File: config.mk
export PLATFORM = sky130hd
export DESIGN_NAME = fps_top
export DESIGN_NICKNAME = d
export VERILOG_FILES = /design/src/hdl/fps_pkg.sv /design/src/hdl/fps_sync3.sv /design/src/hdl/fps_timer.sv /design/src/hdl/fps_top.sv
export SDC_FILE = /design/constraint.sdc
export NUM_CORES = 1
export LEC_CHECK = 0
export BUFFER_PORTS_ARGS = -buffer_cell sky130_fd_sc_hd__buf_2
export CORE_MARGIN = 8
export CORE_UTILIZATION = 40
export CTS_BUF_LIST = sky130_fd_sc_hd__clkbuf_8 sky130_fd_sc_hd__clkbuf_16
export DETAILED_ROUTE_END_ITERATION = 6
export PLACE_DENSITY = 0.71
export SYNTH_ARGS = -nofsm -noshare
export SYNTH_HDL_FRONTEND = slang
export SYNTH_SLANG_ARGS = --single-unit
File: constraint.sdc
create_clock -name clock_i -period 4.8 [get_ports clock_i]
set_clock_uncertainty 0.2 [all_clocks]
set_input_delay 0.48 -clock clock_i [delete_from_list [all_inputs] [get_ports clock_i]]
set_output_delay 0.48 -clock clock_i [all_outputs]
set_load 0.05 [all_outputs]
File: src/hdl/fps_pkg.sv
// Package of constants and types for the flash program sequencer
// Behaviour
// - Unlock: dummy control write, data-equals-address write, 10 us.
// - Control register write alone never starts a pulse.
// - Bit 0 enables writes; bit 1 low selects programming.
// - Bits 6:5 pick pulse width, in CPU clocks.
// - Bit 7 selects 32-bit doubleword programming.
// - Bit 15 holds writing mode until cleared.
// - Bit 4 reads the supply margin status.
// - Second write to same doubleword starts programming.
// - Bit 2 reads one while a pulse runs.
// - Pulse end enters program-verify mode automatically.
// - Supply loss during pulse sets sticky failure flag.
// - Clearing write enable returns to non-verify mode.
// - Clearing stay bit together with write enable returns to standard mode.
// - Control register moves only as whole 16-bit word.
// - Control register answers at any even flash address.
package fps_pkg;

   localparam int ADDR_W = 18;
   localparam int DATA_W = 16;
   localparam int TMR_W = 18;

   // Control register field positions
   localparam int BIT_WRITE_EN = 0;
   localparam int BIT_ERASE_SEL = 1;
   localparam int BIT_BUSY = 2;
   localparam int BIT_SUPPLY_FAIL = 3;
   localparam int BIT_MARGIN_OK = 4;
   localparam int PW_LSB = 5;
   localparam int BIT_DWORD = 7;
   localparam int BIT_STAY = 15;
   localparam logic [DATA_W-1:0] CTRL_RESET = 16'h0000;
   localparam logic [DATA_W-1:0] CTRL_WR_MASK = 16'h80E3;

   // Flash window, byte addresses
   localparam logic [ADDR_W-1:0] FLASH_FIRST = 18'h10000;
   localparam logic [ADDR_W-1:0] FLASH_LAST = 18'h17FFF;

   // Timing: times in their own unit, cycles derived (least times round up)
   localparam int CLK_PERIOD_PS = 5000;
   localparam int UNLOCK_WAIT_NS = 10000;
   localparam int VERIFY_SETTLE_NS = 4000;
   localparam int UNLOCK_CYC = (UNLOCK_WAIT_NS * 1000 + CLK_PERIOD_PS - 1) / CLK_PERIOD_PS;
   localparam int VERIFY_CYC = (VERIFY_SETTLE_NS * 1000 + CLK_PERIOD_PS - 1) / CLK_PERIOD_PS;
   // Pulse width scales with the CPU clock: 100 us at 20 MHz is a fixed clock count
   localparam int PW_REF_US = 100;
   localparam int PW_REF_MHZ = 20;
   localparam int PW01_CYC = PW_REF_US * PW_REF_MHZ;

   typedef enum logic [2:0] {
      FPS_STD    = 3'b000,
      FPS_ARMED  = 3'b001,
      FPS_SETTLE = 3'b010,
      FPS_WRMODE = 3'b011,
      FPS_HALF   = 3'b100,
      FPS_BUSY   = 3'b101
   } fps_state_t;

   // CPU access towards the flash window
   typedef struct packed {
      logic valid;
      logic write;
      logic indirect;
      logic [ADDR_W-1:0] addr;
      logic [DATA_W-1:0] wdata;
   } fps_acc_t;

   // Answer to the CPU
   typedef struct packed {
      logic ack;
      logic trusted;
      logic [DATA_W-1:0] data;
   } fps_rsp_t;

   // Command to the cell array
   typedef struct packed {
      logic pulse;
      logic [1:0] lanes;
      logic [ADDR_W-3:0] dw_addr;
      logic [2*DATA_W-1:0] data;
   } fps_prog_t;

endpackage

File: src/hdl/fps_sync3.sv
// Three-stage synchroniser with agreement filter for a pin level
`timescale 1ns/1ps
module fps_sync3 (
   input wire logic clock_i, // CPU clock
   input wire logic rst_ni,  // Synchronised reset, active low
   input wire logic pin_i,   // Asynchronous level
   output logic level_o      // Filtered level
);
   logic s1_q;
   logic s2_q;
   logic s3_q;

   // First stage feeds only the second stage
   always_ff @(posedge clock_i or negedge rst_ni) begin
      if (!rst_ni) begin
         s1_q <= 1'b0;
         s2_q <= 1'b0;
         s3_q <= 1'b0;
      end else begin
         s1_q <= pin_i;
         s2_q <= s1_q;
         s3_q <= s2_q;
      end
   end

   // A change counts once stages two and three agree
   always_ff @(posedge clock_i or negedge rst_ni) begin
      if (!rst_ni) begin
         level_o <= 1'b0;
      end else if (s2_q == s3_q) begin
         level_o <= s3_q;
      end
   end
endmodule

File: src/hdl/fps_timer.sv
// Down counter shared by the unlock wait, the pulse and the verify settle
`timescale 1ns/1ps
module fps_timer
   import fps_pkg::*;
(
   input wire logic clock_i,                 // CPU clock
   input wire logic rst_ni,                  // Synchronised reset, active low
   input wire logic load_i,                  // Start a new interval
   input wire logic [fps_pkg::TMR_W-1:0] cycles_i, // Interval length in cycles
   output logic run_o,                       // Interval in progress
   output logic done_o                       // One-cycle pulse at the end
);
   logic [TMR_W-1:0] cnt_q;

   // A load restarts the count even if one is running
   always_ff @(posedge clock_i or negedge rst_ni) begin
      if (!rst_ni) begin
         cnt_q <= '0;
      end else if (load_i) begin
         cnt_q <= cycles_i;
      end else if (cnt_q != '0) begin
         cnt_q <= cnt_q - 1'b1;
      end
   end

   assign run_o = (cnt_q != '0);
   assign done_o = (cnt_q == {{(TMR_W-1){1'b0}}, 1'b1}) && !load_i;
endmodule

File: src/hdl/fps_top.sv
// Flash program sequencer: unlock, control register, pulse timing, verify reads
`timescale 1ns/1ps
module fps_top #(
   parameter int PW00_CYC = 1000,                 // Pulse code 00, cycles
   parameter int PW01_CYCLES = fps_pkg::PW01_CYC, // Pulse code 01, cycles
   parameter int PW10_CYC = 4000,                 // Pulse code 10, cycles
   parameter int PW11_CYC = 200000,               // Pulse code 11, cycles
   parameter int UNLOCK_CYCLES = fps_pkg::UNLOCK_CYC, // Unlock wait, cycles
   parameter int VERIFY_CYCLES = fps_pkg::VERIFY_CYC  // Verify settle, cycles
) (
   input wire logic clock_i,                        // CPU clock, 200 MHz
   input wire logic rstn_i,                         // Reset, active low, async
   input wire fps_pkg::fps_acc_t acc_i,             // CPU access to flash window
   output fps_pkg::fps_rsp_t rsp_o,                 // Answer one cycle later
   output logic [fps_pkg::ADDR_W-1:0] array_addr_o, // Read address to the cells
   input wire logic [fps_pkg::DATA_W-1:0] array_rdata_i, // Cell read data
   input wire logic supply_ok_i,                    // Programming supply in margin, pin
   output fps_pkg::fps_prog_t prog_o,               // Programming command to cells
   output logic check_margin_o,                     // Program-check margin applied
   output logic writing_mode_o                      // Writing mode entered
);
   import fps_pkg::*;

   // Refuse sizes the timer cannot hold
   if (PW00_CYC < 1 || PW01_CYCLES < 1 || PW10_CYC < 1 || PW11_CYC < 1 ||
       PW11_CYC >= (1 << TMR_W) || PW10_CYC >= (1 << TMR_W) ||
       PW00_CYC >= (1 << TMR_W) || PW01_CYCLES >= (1 << TMR_W) ||
       UNLOCK_CYCLES < 1 || UNLOCK_CYCLES >= (1 << TMR_W) ||
       VERIFY_CYCLES < 1 || VERIFY_CYCLES >= (1 << TMR_W)) begin : g_chk
      $error("fps_top: cycle count out of timer range");
   end

   logic [1:0] rst_q;
   logic rst_n;
   fps_state_t state_q;
   logic [DATA_W-1:0] ctrl_q;
   logic fail_q;
   logic check_q;
   logic vfy_pend_q;
   logic [ADDR_W-1:0] vfy_addr_q;
   logic supply_ok;
   logic tmr_load;
   logic [TMR_W-1:0] tmr_cycles;
   logic tmr_run;
   logic tmr_done;
   logic in_range;
   logic ctrl_wr;
   logic ctrl_rd;
   logic cell_wr;
   logic cell_rd;
   logic unlock_hit;
   logic prog_en;
   logic pulse_start;
   logic same_dword;
   logic vfy_first;
   logic vfy_second;
   logic [DATA_W-1:0] ctrl_view;
   logic [ADDR_W-3:0] half_dw_q;
   fps_prog_t prog_q;
   fps_rsp_t rsp_q;

   // Cycle count for a pulse-width code
   function automatic logic [TMR_W-1:0] pw_cycles(input logic [1:0] code);
      logic [TMR_W-1:0] r;
      r = '0;
      case (code)
         2'b00: r = TMR_W'(PW00_CYC);
         2'b01: r = TMR_W'(PW01_CYCLES);
         2'b10: r = TMR_W'(PW10_CYC);
         default: r = TMR_W'(PW11_CYC);
      endcase
      return r;
   endfunction

   // Reset release through two flip-flops
   always_ff @(posedge clock_i or negedge rstn_i) begin
      if (!rstn_i) begin
         rst_q <= 2'b00;
      end else begin
         rst_q <= {rst_q[0], 1'b1};
      end
   end
   assign rst_n = rst_q[1];

   // Supply pin comes from outside the clock domain
   fps_sync3 u_supply (
      .clock_i(clock_i),
      .rst_ni(rst_n),
      .pin_i(supply_ok_i),
      .level_o(supply_ok)
   );

   // One timer serves all intervals; they never overlap
   fps_timer u_timer (
      .clock_i(clock_i),
      .rst_ni(rst_n),
      .load_i(tmr_load),
      .cycles_i(tmr_cycles),
      .run_o(tmr_run),
      .done_o(tmr_done)
   );

   // Access decode: direct even addresses hit the control register, indirect hit cells
   assign in_range = acc_i.valid && (acc_i.addr >= FLASH_FIRST) && (acc_i.addr <= FLASH_LAST);
   assign ctrl_wr = in_range && !acc_i.indirect && !acc_i.addr[0] && acc_i.write;
   assign ctrl_rd = in_range && !acc_i.indirect && !acc_i.addr[0] && !acc_i.write;
   assign cell_wr = in_range && acc_i.indirect && acc_i.write;
   assign cell_rd = in_range && acc_i.indirect && !acc_i.write;
   assign unlock_hit = cell_wr && (acc_i.wdata == acc_i.addr[DATA_W-1:0]);
   assign prog_en = ctrl_q[BIT_WRITE_EN] && !ctrl_q[BIT_ERASE_SEL];
   assign same_dword = (acc_i.addr[ADDR_W-1:2] == half_dw_q);

   // A pulse starts only from a cell write, never from a control write
   always_comb begin
      pulse_start = 1'b0;
      case (state_q)
         FPS_WRMODE: pulse_start = cell_wr && prog_en && !ctrl_q[BIT_DWORD];
         FPS_HALF: pulse_start = cell_wr && same_dword;
         default: pulse_start = 1'b0;
      endcase
   end

   // Verify reads: first read arms the settle time, a matching later read is trusted
   assign vfy_second = check_q && cell_rd && vfy_pend_q && (acc_i.addr == vfy_addr_q) && !tmr_run;
   assign vfy_first = check_q && cell_rd && !vfy_second;

   // Timer load selection
   always_comb begin
      tmr_load = 1'b0;
      tmr_cycles = '0;
      if (state_q == FPS_ARMED && unlock_hit) begin
         tmr_load = 1'b1;
         tmr_cycles = TMR_W'(UNLOCK_CYCLES);
      end else if (pulse_start) begin
         tmr_load = 1'b1;
         tmr_cycles = pw_cycles(ctrl_q[PW_LSB +: 2]);
      end else if (vfy_first && state_q == FPS_WRMODE) begin
         tmr_load = 1'b1;
         tmr_cycles = TMR_W'(VERIFY_CYCLES);
      end
   end

   // Mode sequencing
   always_ff @(posedge clock_i or negedge rst_n) begin
      if (!rst_n) begin
         state_q <= FPS_STD;
      end else begin
         case (state_q)
            FPS_STD: begin
               if (ctrl_wr) begin
                  state_q <= FPS_ARMED;
               end
            end
            FPS_ARMED: begin
               // Any flash-window access other than the key write breaks the sequence
               if (unlock_hit) begin
                  state_q <= FPS_SETTLE;
               end else if (in_range) begin
                  state_q <= FPS_STD;
               end
            end
            FPS_SETTLE: begin
               if (tmr_done) begin
                  state_q <= FPS_WRMODE;
               end
            end
            FPS_WRMODE: begin
               if (ctrl_wr && !acc_i.wdata[BIT_WRITE_EN] && !acc_i.wdata[BIT_STAY]) begin
                  state_q <= FPS_STD;
               end else if (pulse_start) begin
                  state_q <= FPS_BUSY;
               end else if (cell_wr && prog_en && ctrl_q[BIT_DWORD]) begin
                  state_q <= FPS_HALF;
               end
            end
            FPS_HALF: begin
               // The next flash-window access must be the matching write; any other one drops the half word
               if (pulse_start) begin
                  state_q <= FPS_BUSY;
               end else if (in_range) begin
                  state_q <= FPS_WRMODE;
               end
            end
            FPS_BUSY: begin
               if (tmr_done) begin
                  state_q <= FPS_WRMODE;
               end
            end
            default: state_q <= FPS_STD;
         endcase
      end
   end

   // Control register: written whole, only in writing mode outside a pulse
   always_ff @(posedge clock_i or negedge rst_n) begin
      if (!rst_n) begin
         ctrl_q <= CTRL_RESET;
      end else if (ctrl_wr && state_q == FPS_WRMODE) begin
         ctrl_q <= acc_i.wdata & CTRL_WR_MASK;
      end
   end

   // Supply failure is sticky; write one to clear, a new failure wins
   always_ff @(posedge clock_i or negedge rst_n) begin
      if (!rst_n) begin
         fail_q <= 1'b0;
      end else if (state_q == FPS_BUSY && !supply_ok) begin
         fail_q <= 1'b1;
      end else if (ctrl_wr && state_q == FPS_WRMODE && acc_i.wdata[BIT_SUPPLY_FAIL]) begin
         fail_q <= 1'b0;
      end
   end

   // Program-check mode follows each pulse end until write enable drops or a cell write comes
   always_ff @(posedge clock_i or negedge rst_n) begin
      if (!rst_n) begin
         check_q <= 1'b0;
      end else if (state_q == FPS_BUSY && tmr_done) begin
         check_q <= 1'b1;
      end else if (ctrl_wr && state_q == FPS_WRMODE && !acc_i.wdata[BIT_WRITE_EN]) begin
         check_q <= 1'b0;
      end else if (pulse_start || (cell_wr && state_q == FPS_WRMODE) || state_q == FPS_STD) begin
         check_q <= 1'b0;
      end
   end

   // Verify read tracking
   always_ff @(posedge clock_i or negedge rst_n) begin
      if (!rst_n) begin
         vfy_pend_q <= 1'b0;
         vfy_addr_q <= '0;
      end else if (!check_q) begin
         vfy_pend_q <= 1'b0;
      end else if (vfy_second) begin
         vfy_pend_q <= 1'b0;
      end else if (vfy_first) begin
         vfy_pend_q <= 1'b1;
         vfy_addr_q <= acc_i.addr;
      end
   end

   // Programming command: first doubleword write is the low word
   always_ff @(posedge clock_i or negedge rst_n) begin
      if (!rst_n) begin
         prog_q <= '0;
         half_dw_q <= '0;
      end else begin
         prog_q.pulse <= (state_q == FPS_BUSY && !tmr_done) || pulse_start;
         if (state_q == FPS_WRMODE && cell_wr && prog_en) begin
            half_dw_q <= acc_i.addr[ADDR_W-1:2];
            prog_q.dw_addr <= acc_i.addr[ADDR_W-1:2];
            if (ctrl_q[BIT_DWORD]) begin
               prog_q.data[DATA_W-1:0] <= acc_i.wdata;
               prog_q.lanes <= 2'b11;
            end else if (acc_i.addr[1]) begin
               prog_q.data[2*DATA_W-1:DATA_W] <= acc_i.wdata;
               prog_q.lanes <= 2'b10;
            end else begin
               prog_q.data[DATA_W-1:0] <= acc_i.wdata;
               prog_q.lanes <= 2'b01;
            end
         end else if (state_q == FPS_HALF && pulse_start) begin
            prog_q.data[2*DATA_W-1:DATA_W] <= acc_i.wdata;
         end
      end
   end

   // Status view of the control register
   always_comb begin
      ctrl_view = ctrl_q;
      ctrl_view[BIT_BUSY] = (state_q == FPS_BUSY);
      ctrl_view[BIT_SUPPLY_FAIL] = fail_q;
      ctrl_view[BIT_MARGIN_OK] = supply_ok;
   end

   // Answers: cells are unreadable in programming mode except through verify
   always_ff @(posedge clock_i or negedge rst_n) begin
      if (!rst_n) begin
         rsp_q <= '0;
      end else begin
         rsp_q.ack <= in_range;
         rsp_q.trusted <= vfy_second;
         if (ctrl_rd) begin
            rsp_q.data <= ctrl_view;
         end else if (cell_rd && (check_q || !prog_en || state_q == FPS_STD)) begin
            rsp_q.data <= array_rdata_i;
         end else begin
            rsp_q.data <= '0;
         end
      end
   end

   assign rsp_o = rsp_q;
   assign prog_o = prog_q;
   assign array_addr_o = acc_i.addr;
   assign check_margin_o = check_q;
   assign writing_mode_o = (state_q == FPS_WRMODE) || (state_q == FPS_HALF) || (state_q == FPS_BUSY);
endmodule

==> key figures <==
Critical path
  • CP startpoint kind: flop
  • R2R Setup Slk: 1.31 ns
  • Reg2reg start: u_timer.cnt_q[10]
  • CP required: 4.91 ns
  • Arrival @ worst endpoint: 3.60 ns
  • R2r endpoint: vfy_addr_q[8]
  • Crit-path max FO: 18
  • Setup crit end kind: flop
  • R2R cell count: 7
  • Setup CP Type: flop to flop

CTS
  • Num CTS Buffers: 17
  • Reg clk slew, reported paths: 0.06 ns
  • Root Buffer: clkbuf_16
  • CTS sink count: 123
  • Htree depth: 4
  • CTS tree: built
  • Worst-skew pair later-pin latency: 0.43 ns
  • Clock Path Buffers: 2
  • Number of setup buffers added after CTS: 0
  • Post-CTS Resized: 0
  • Hold_buf cts: 2

Yosys
  • Synthesized instance count: 496
  • Syn_nets: 554
  • Synth top cells by count: dfrtp_1, mux2_2, xnor2_1, nor2_1, xor2_1
  • Cell with the most instances after synthesis: dfrtp_1
  • Post-synthesis cell type count: 55
  • Synth top area share: 0.524
  • FFs w/ async S/R, synth: 1.00
  • Synth area leaders: dfrtp_1, mux2_2, xnor2_1
  • Ys flop type: dfrtp_1
  • EDFF count, synth: 0
  • Mapped Avg Cell Area: 11.8 um2
  • Synth Register Bits: 123
  • Mapped Area: 5870 um2
  • Ys Warns: 0
  • Post-synthesis sequential area ratio: 0.524
  • Synth area leader: dfrtp_1

Floorplan
  • Core Rows: 44
  • Die Span Y: 137 um
  • Die Footprint: 18,800 um2
  • Starting Density: 0.407
  • Die Span X: 137 um
  • Boundary Pins: 145
  • Core ar.: 14,400 um2

Worst hold path
  • Min-Delay Path Class: input pin to flop
  • Hold Startpoint: array_rdata_i[12]
  • Hold endpoint: rsp_o[12]
  • Hold Path Stages: 2

Pwr
  • Max VDD drop: 0.366 mV
  • Leakage: 0.00361 uW
  • Pwr dens: 483 nW/um2

Route
  • DRT antenna net count: 0
  • WL final: 16,200 um
  • Drt drc: 0
  • DR WL/cell: 19.5 um
  • Via count: 4,369
  • DRT Pass-1 Iters: 4
  • Vias per cell: 5.27
  • DRT iter0 DRCs: 223

Finish
  • P&R area growth vs syn: 25.1%
  • Inserted Diodes: 0
  • Post-route design area: 7340 um2
  • Layout cells sized above 1: 0.397
  • Filler cells: 1,294
  • Nets@finish: 690

Placement
  • Port buffer count: 144
  • Area after DPL: 6660 um2
  • Placer Congestion: 0.906
  • Post-DP HPWL: 12,000 um

Global route
  • Vias in the first global route: 4,619
  • Largest net degree at the start of global routing: 85
  • First-pass GRT wire length: 25,300 um
  • GRT Total Usage: 0.178
  • Gr ovfl total: 0
  • Initial antenna violation count: 1

Run
  • Max capacitance violation total: 0

Timing
  • Final setup fails: 0
  • Relative slew slack: 0.286
  • Final TNS setup: 0 ns
  • Fmax: 287 MHz
  • Hold violation count in the final report: 0
  • Pins Over Slew Limit: 0
  • Unrepaired setup endpoints after global routing: false
  • Final Cycle Share: 0.727
  • Final min period: 3.49 ns
  • Worst-margin pin slew: 1.07 ns

Outcome
  • Status: finished clean
==> metal layers <==
layer | wire, um | track usage | vias to the layer above
met2 | 7800 | 0.282 | 162
met3 | 1080 | 0.0580 | 29
met1 | 6890 | 0.218 | 2167
met5 | 13 | 0 | -
met4 | 401 | 0.0736 | 2
li1 | - | - | 2009
==> power by group <==
| group | internal, uW | total, uW | switching (uW) |
|---|---|---|---|
| Clock | 980 | 1450 | 475 |
| Sequential | 1160 | 1280 | 122 |
| Combinational | 261 | 815 | 554 |
==> final cells by class <==
type	count	area [um2]	share of cell area
Tap cell	184	230	0.0313
Timing Repair Buffer	152	786	0.107
Multi-Input combinational cell	329	2550	0.347
Clock buffer	18	439	0.0598
Clock inverter	14	226	0.0308
Inverter	9	33.8	0.00460
Sequential cell	123	3080	0.420
==> kinds of logic after synthesis <==
| kind of cell | Yosys count | share of synthesized area |
|---|---|---|
| AND/OR/NAND/NOR | 135 | 0.126 |
| flip-flops | 123 | 0.524 |
| multiplexers | 68 | 0.135 |
| XOR/XNOR | 65 | 0.0970 |
| AO/OA/AOI/OAI | 57 | 0.0684 |
| buffers and inverters | 44 | 0.0426 |
| adder cells (fa/ha/maj) | 3 | 0.00597 |
| other | 1 | 0.000639 |
==> how the worst max path moves through the flow <==
stage                 startpoint  slack [ns]  cells after the start              to
2_1_floorplan           rst_q[1]        0.92                      0  check_margin_o
3_3_place_gp           acc_i[31]        1.33                      8      prog_o[17]
3_5_place_dp           acc_i[31]        1.16                      8      prog_o[16]
4_1_cts        u_timer.cnt_q[10]        1.31                      7   vfy_addr_q[8]
5_1_grt        u_timer.cnt_q[10]        1.19                      6      state_q[2]
6_report       u_timer.cnt_q[10]        1.31                      7   vfy_addr_q[8]
==> worst max-delay path, stage by stage, from the launching register on <==
cell     delay (ns)
dfrtp_1        0.40
or4_1          0.68
or4_4          0.57
or3_1          0.38
or4_4          0.44
nor2b_1        0.16
buf_4          0.22
mux2_4         0.32
==> stage by stage <==
| step | utilization | setup slack (ns) | cells | total power (uW) | hold WS (ns) |
|---|---|---|---|---|---|
| detailed placement | 0.462 | 1.16 | 795 | 2110 | 0.0662 |
| global placement | 0.462 | 1.33 | 795 | 2090 | 0.0650 |
| finish | 0.509 | 1.31 | 829 | 3550 | 0.0653 |
| floorplan | - | 0.920 | 496 | 1880 | -0.0156 |
| global route | 0.509 | 1.19 | 829 | 3670 | 0.0674 |
| CTS | 0.509 | 1.31 | 829 | 3560 | 0.0580 |
==> cell usage in the layout (no fill, tap or decap), types with 4 or more instances in the layout <==
cell type / Yosys / routed
nor2_1: 29 / 29
bufinv_16: 0 / 6
nand2b_1: 4 / 4
nand4_1: 10 / 10
nand2_1: 16 / 16
mux2_4: 7 / 7
or4_1: 6 / 6
buf_2: 2 / 144
clkbuf_16: 0 / 17
nor2b_1: 6 / 6
or2_2: 4 / 4
nor3_1: 10 / 10
a211oi_1: 5 / 5
buf_4: 18 / 6
mux2_2: 59 / 59
xor2_1: 21 / 21
a21oi_1: 8 / 8
o31ai_1: 4 / 4
dfrtp_1: 123 / 122
xnor2_1: 44 / 44
inv_1: 9 / 11
a22o_1: 10 / 10
nand3_1: 14 / 14
and2_1: 9 / 9
nor4_1: 11 / 10
o21ai_0: 10 / 10
==> registers in the layout, indices dropped and copies added, names as in the netlist <==
name	count
vfy_pend_q	1
prog_o	51
u_supply.s3_q	1
u_supply.s1_q	1
state_q	3
u_timer.cnt_q	18
fail_q	1
u_supply.s2_q	1
check_margin_o	1
rsp_o	18
rst_q	2
vfy_addr_q	18
u_supply.level_o	1
ctrl_q	6
Power figures use the tool's default switching activity.
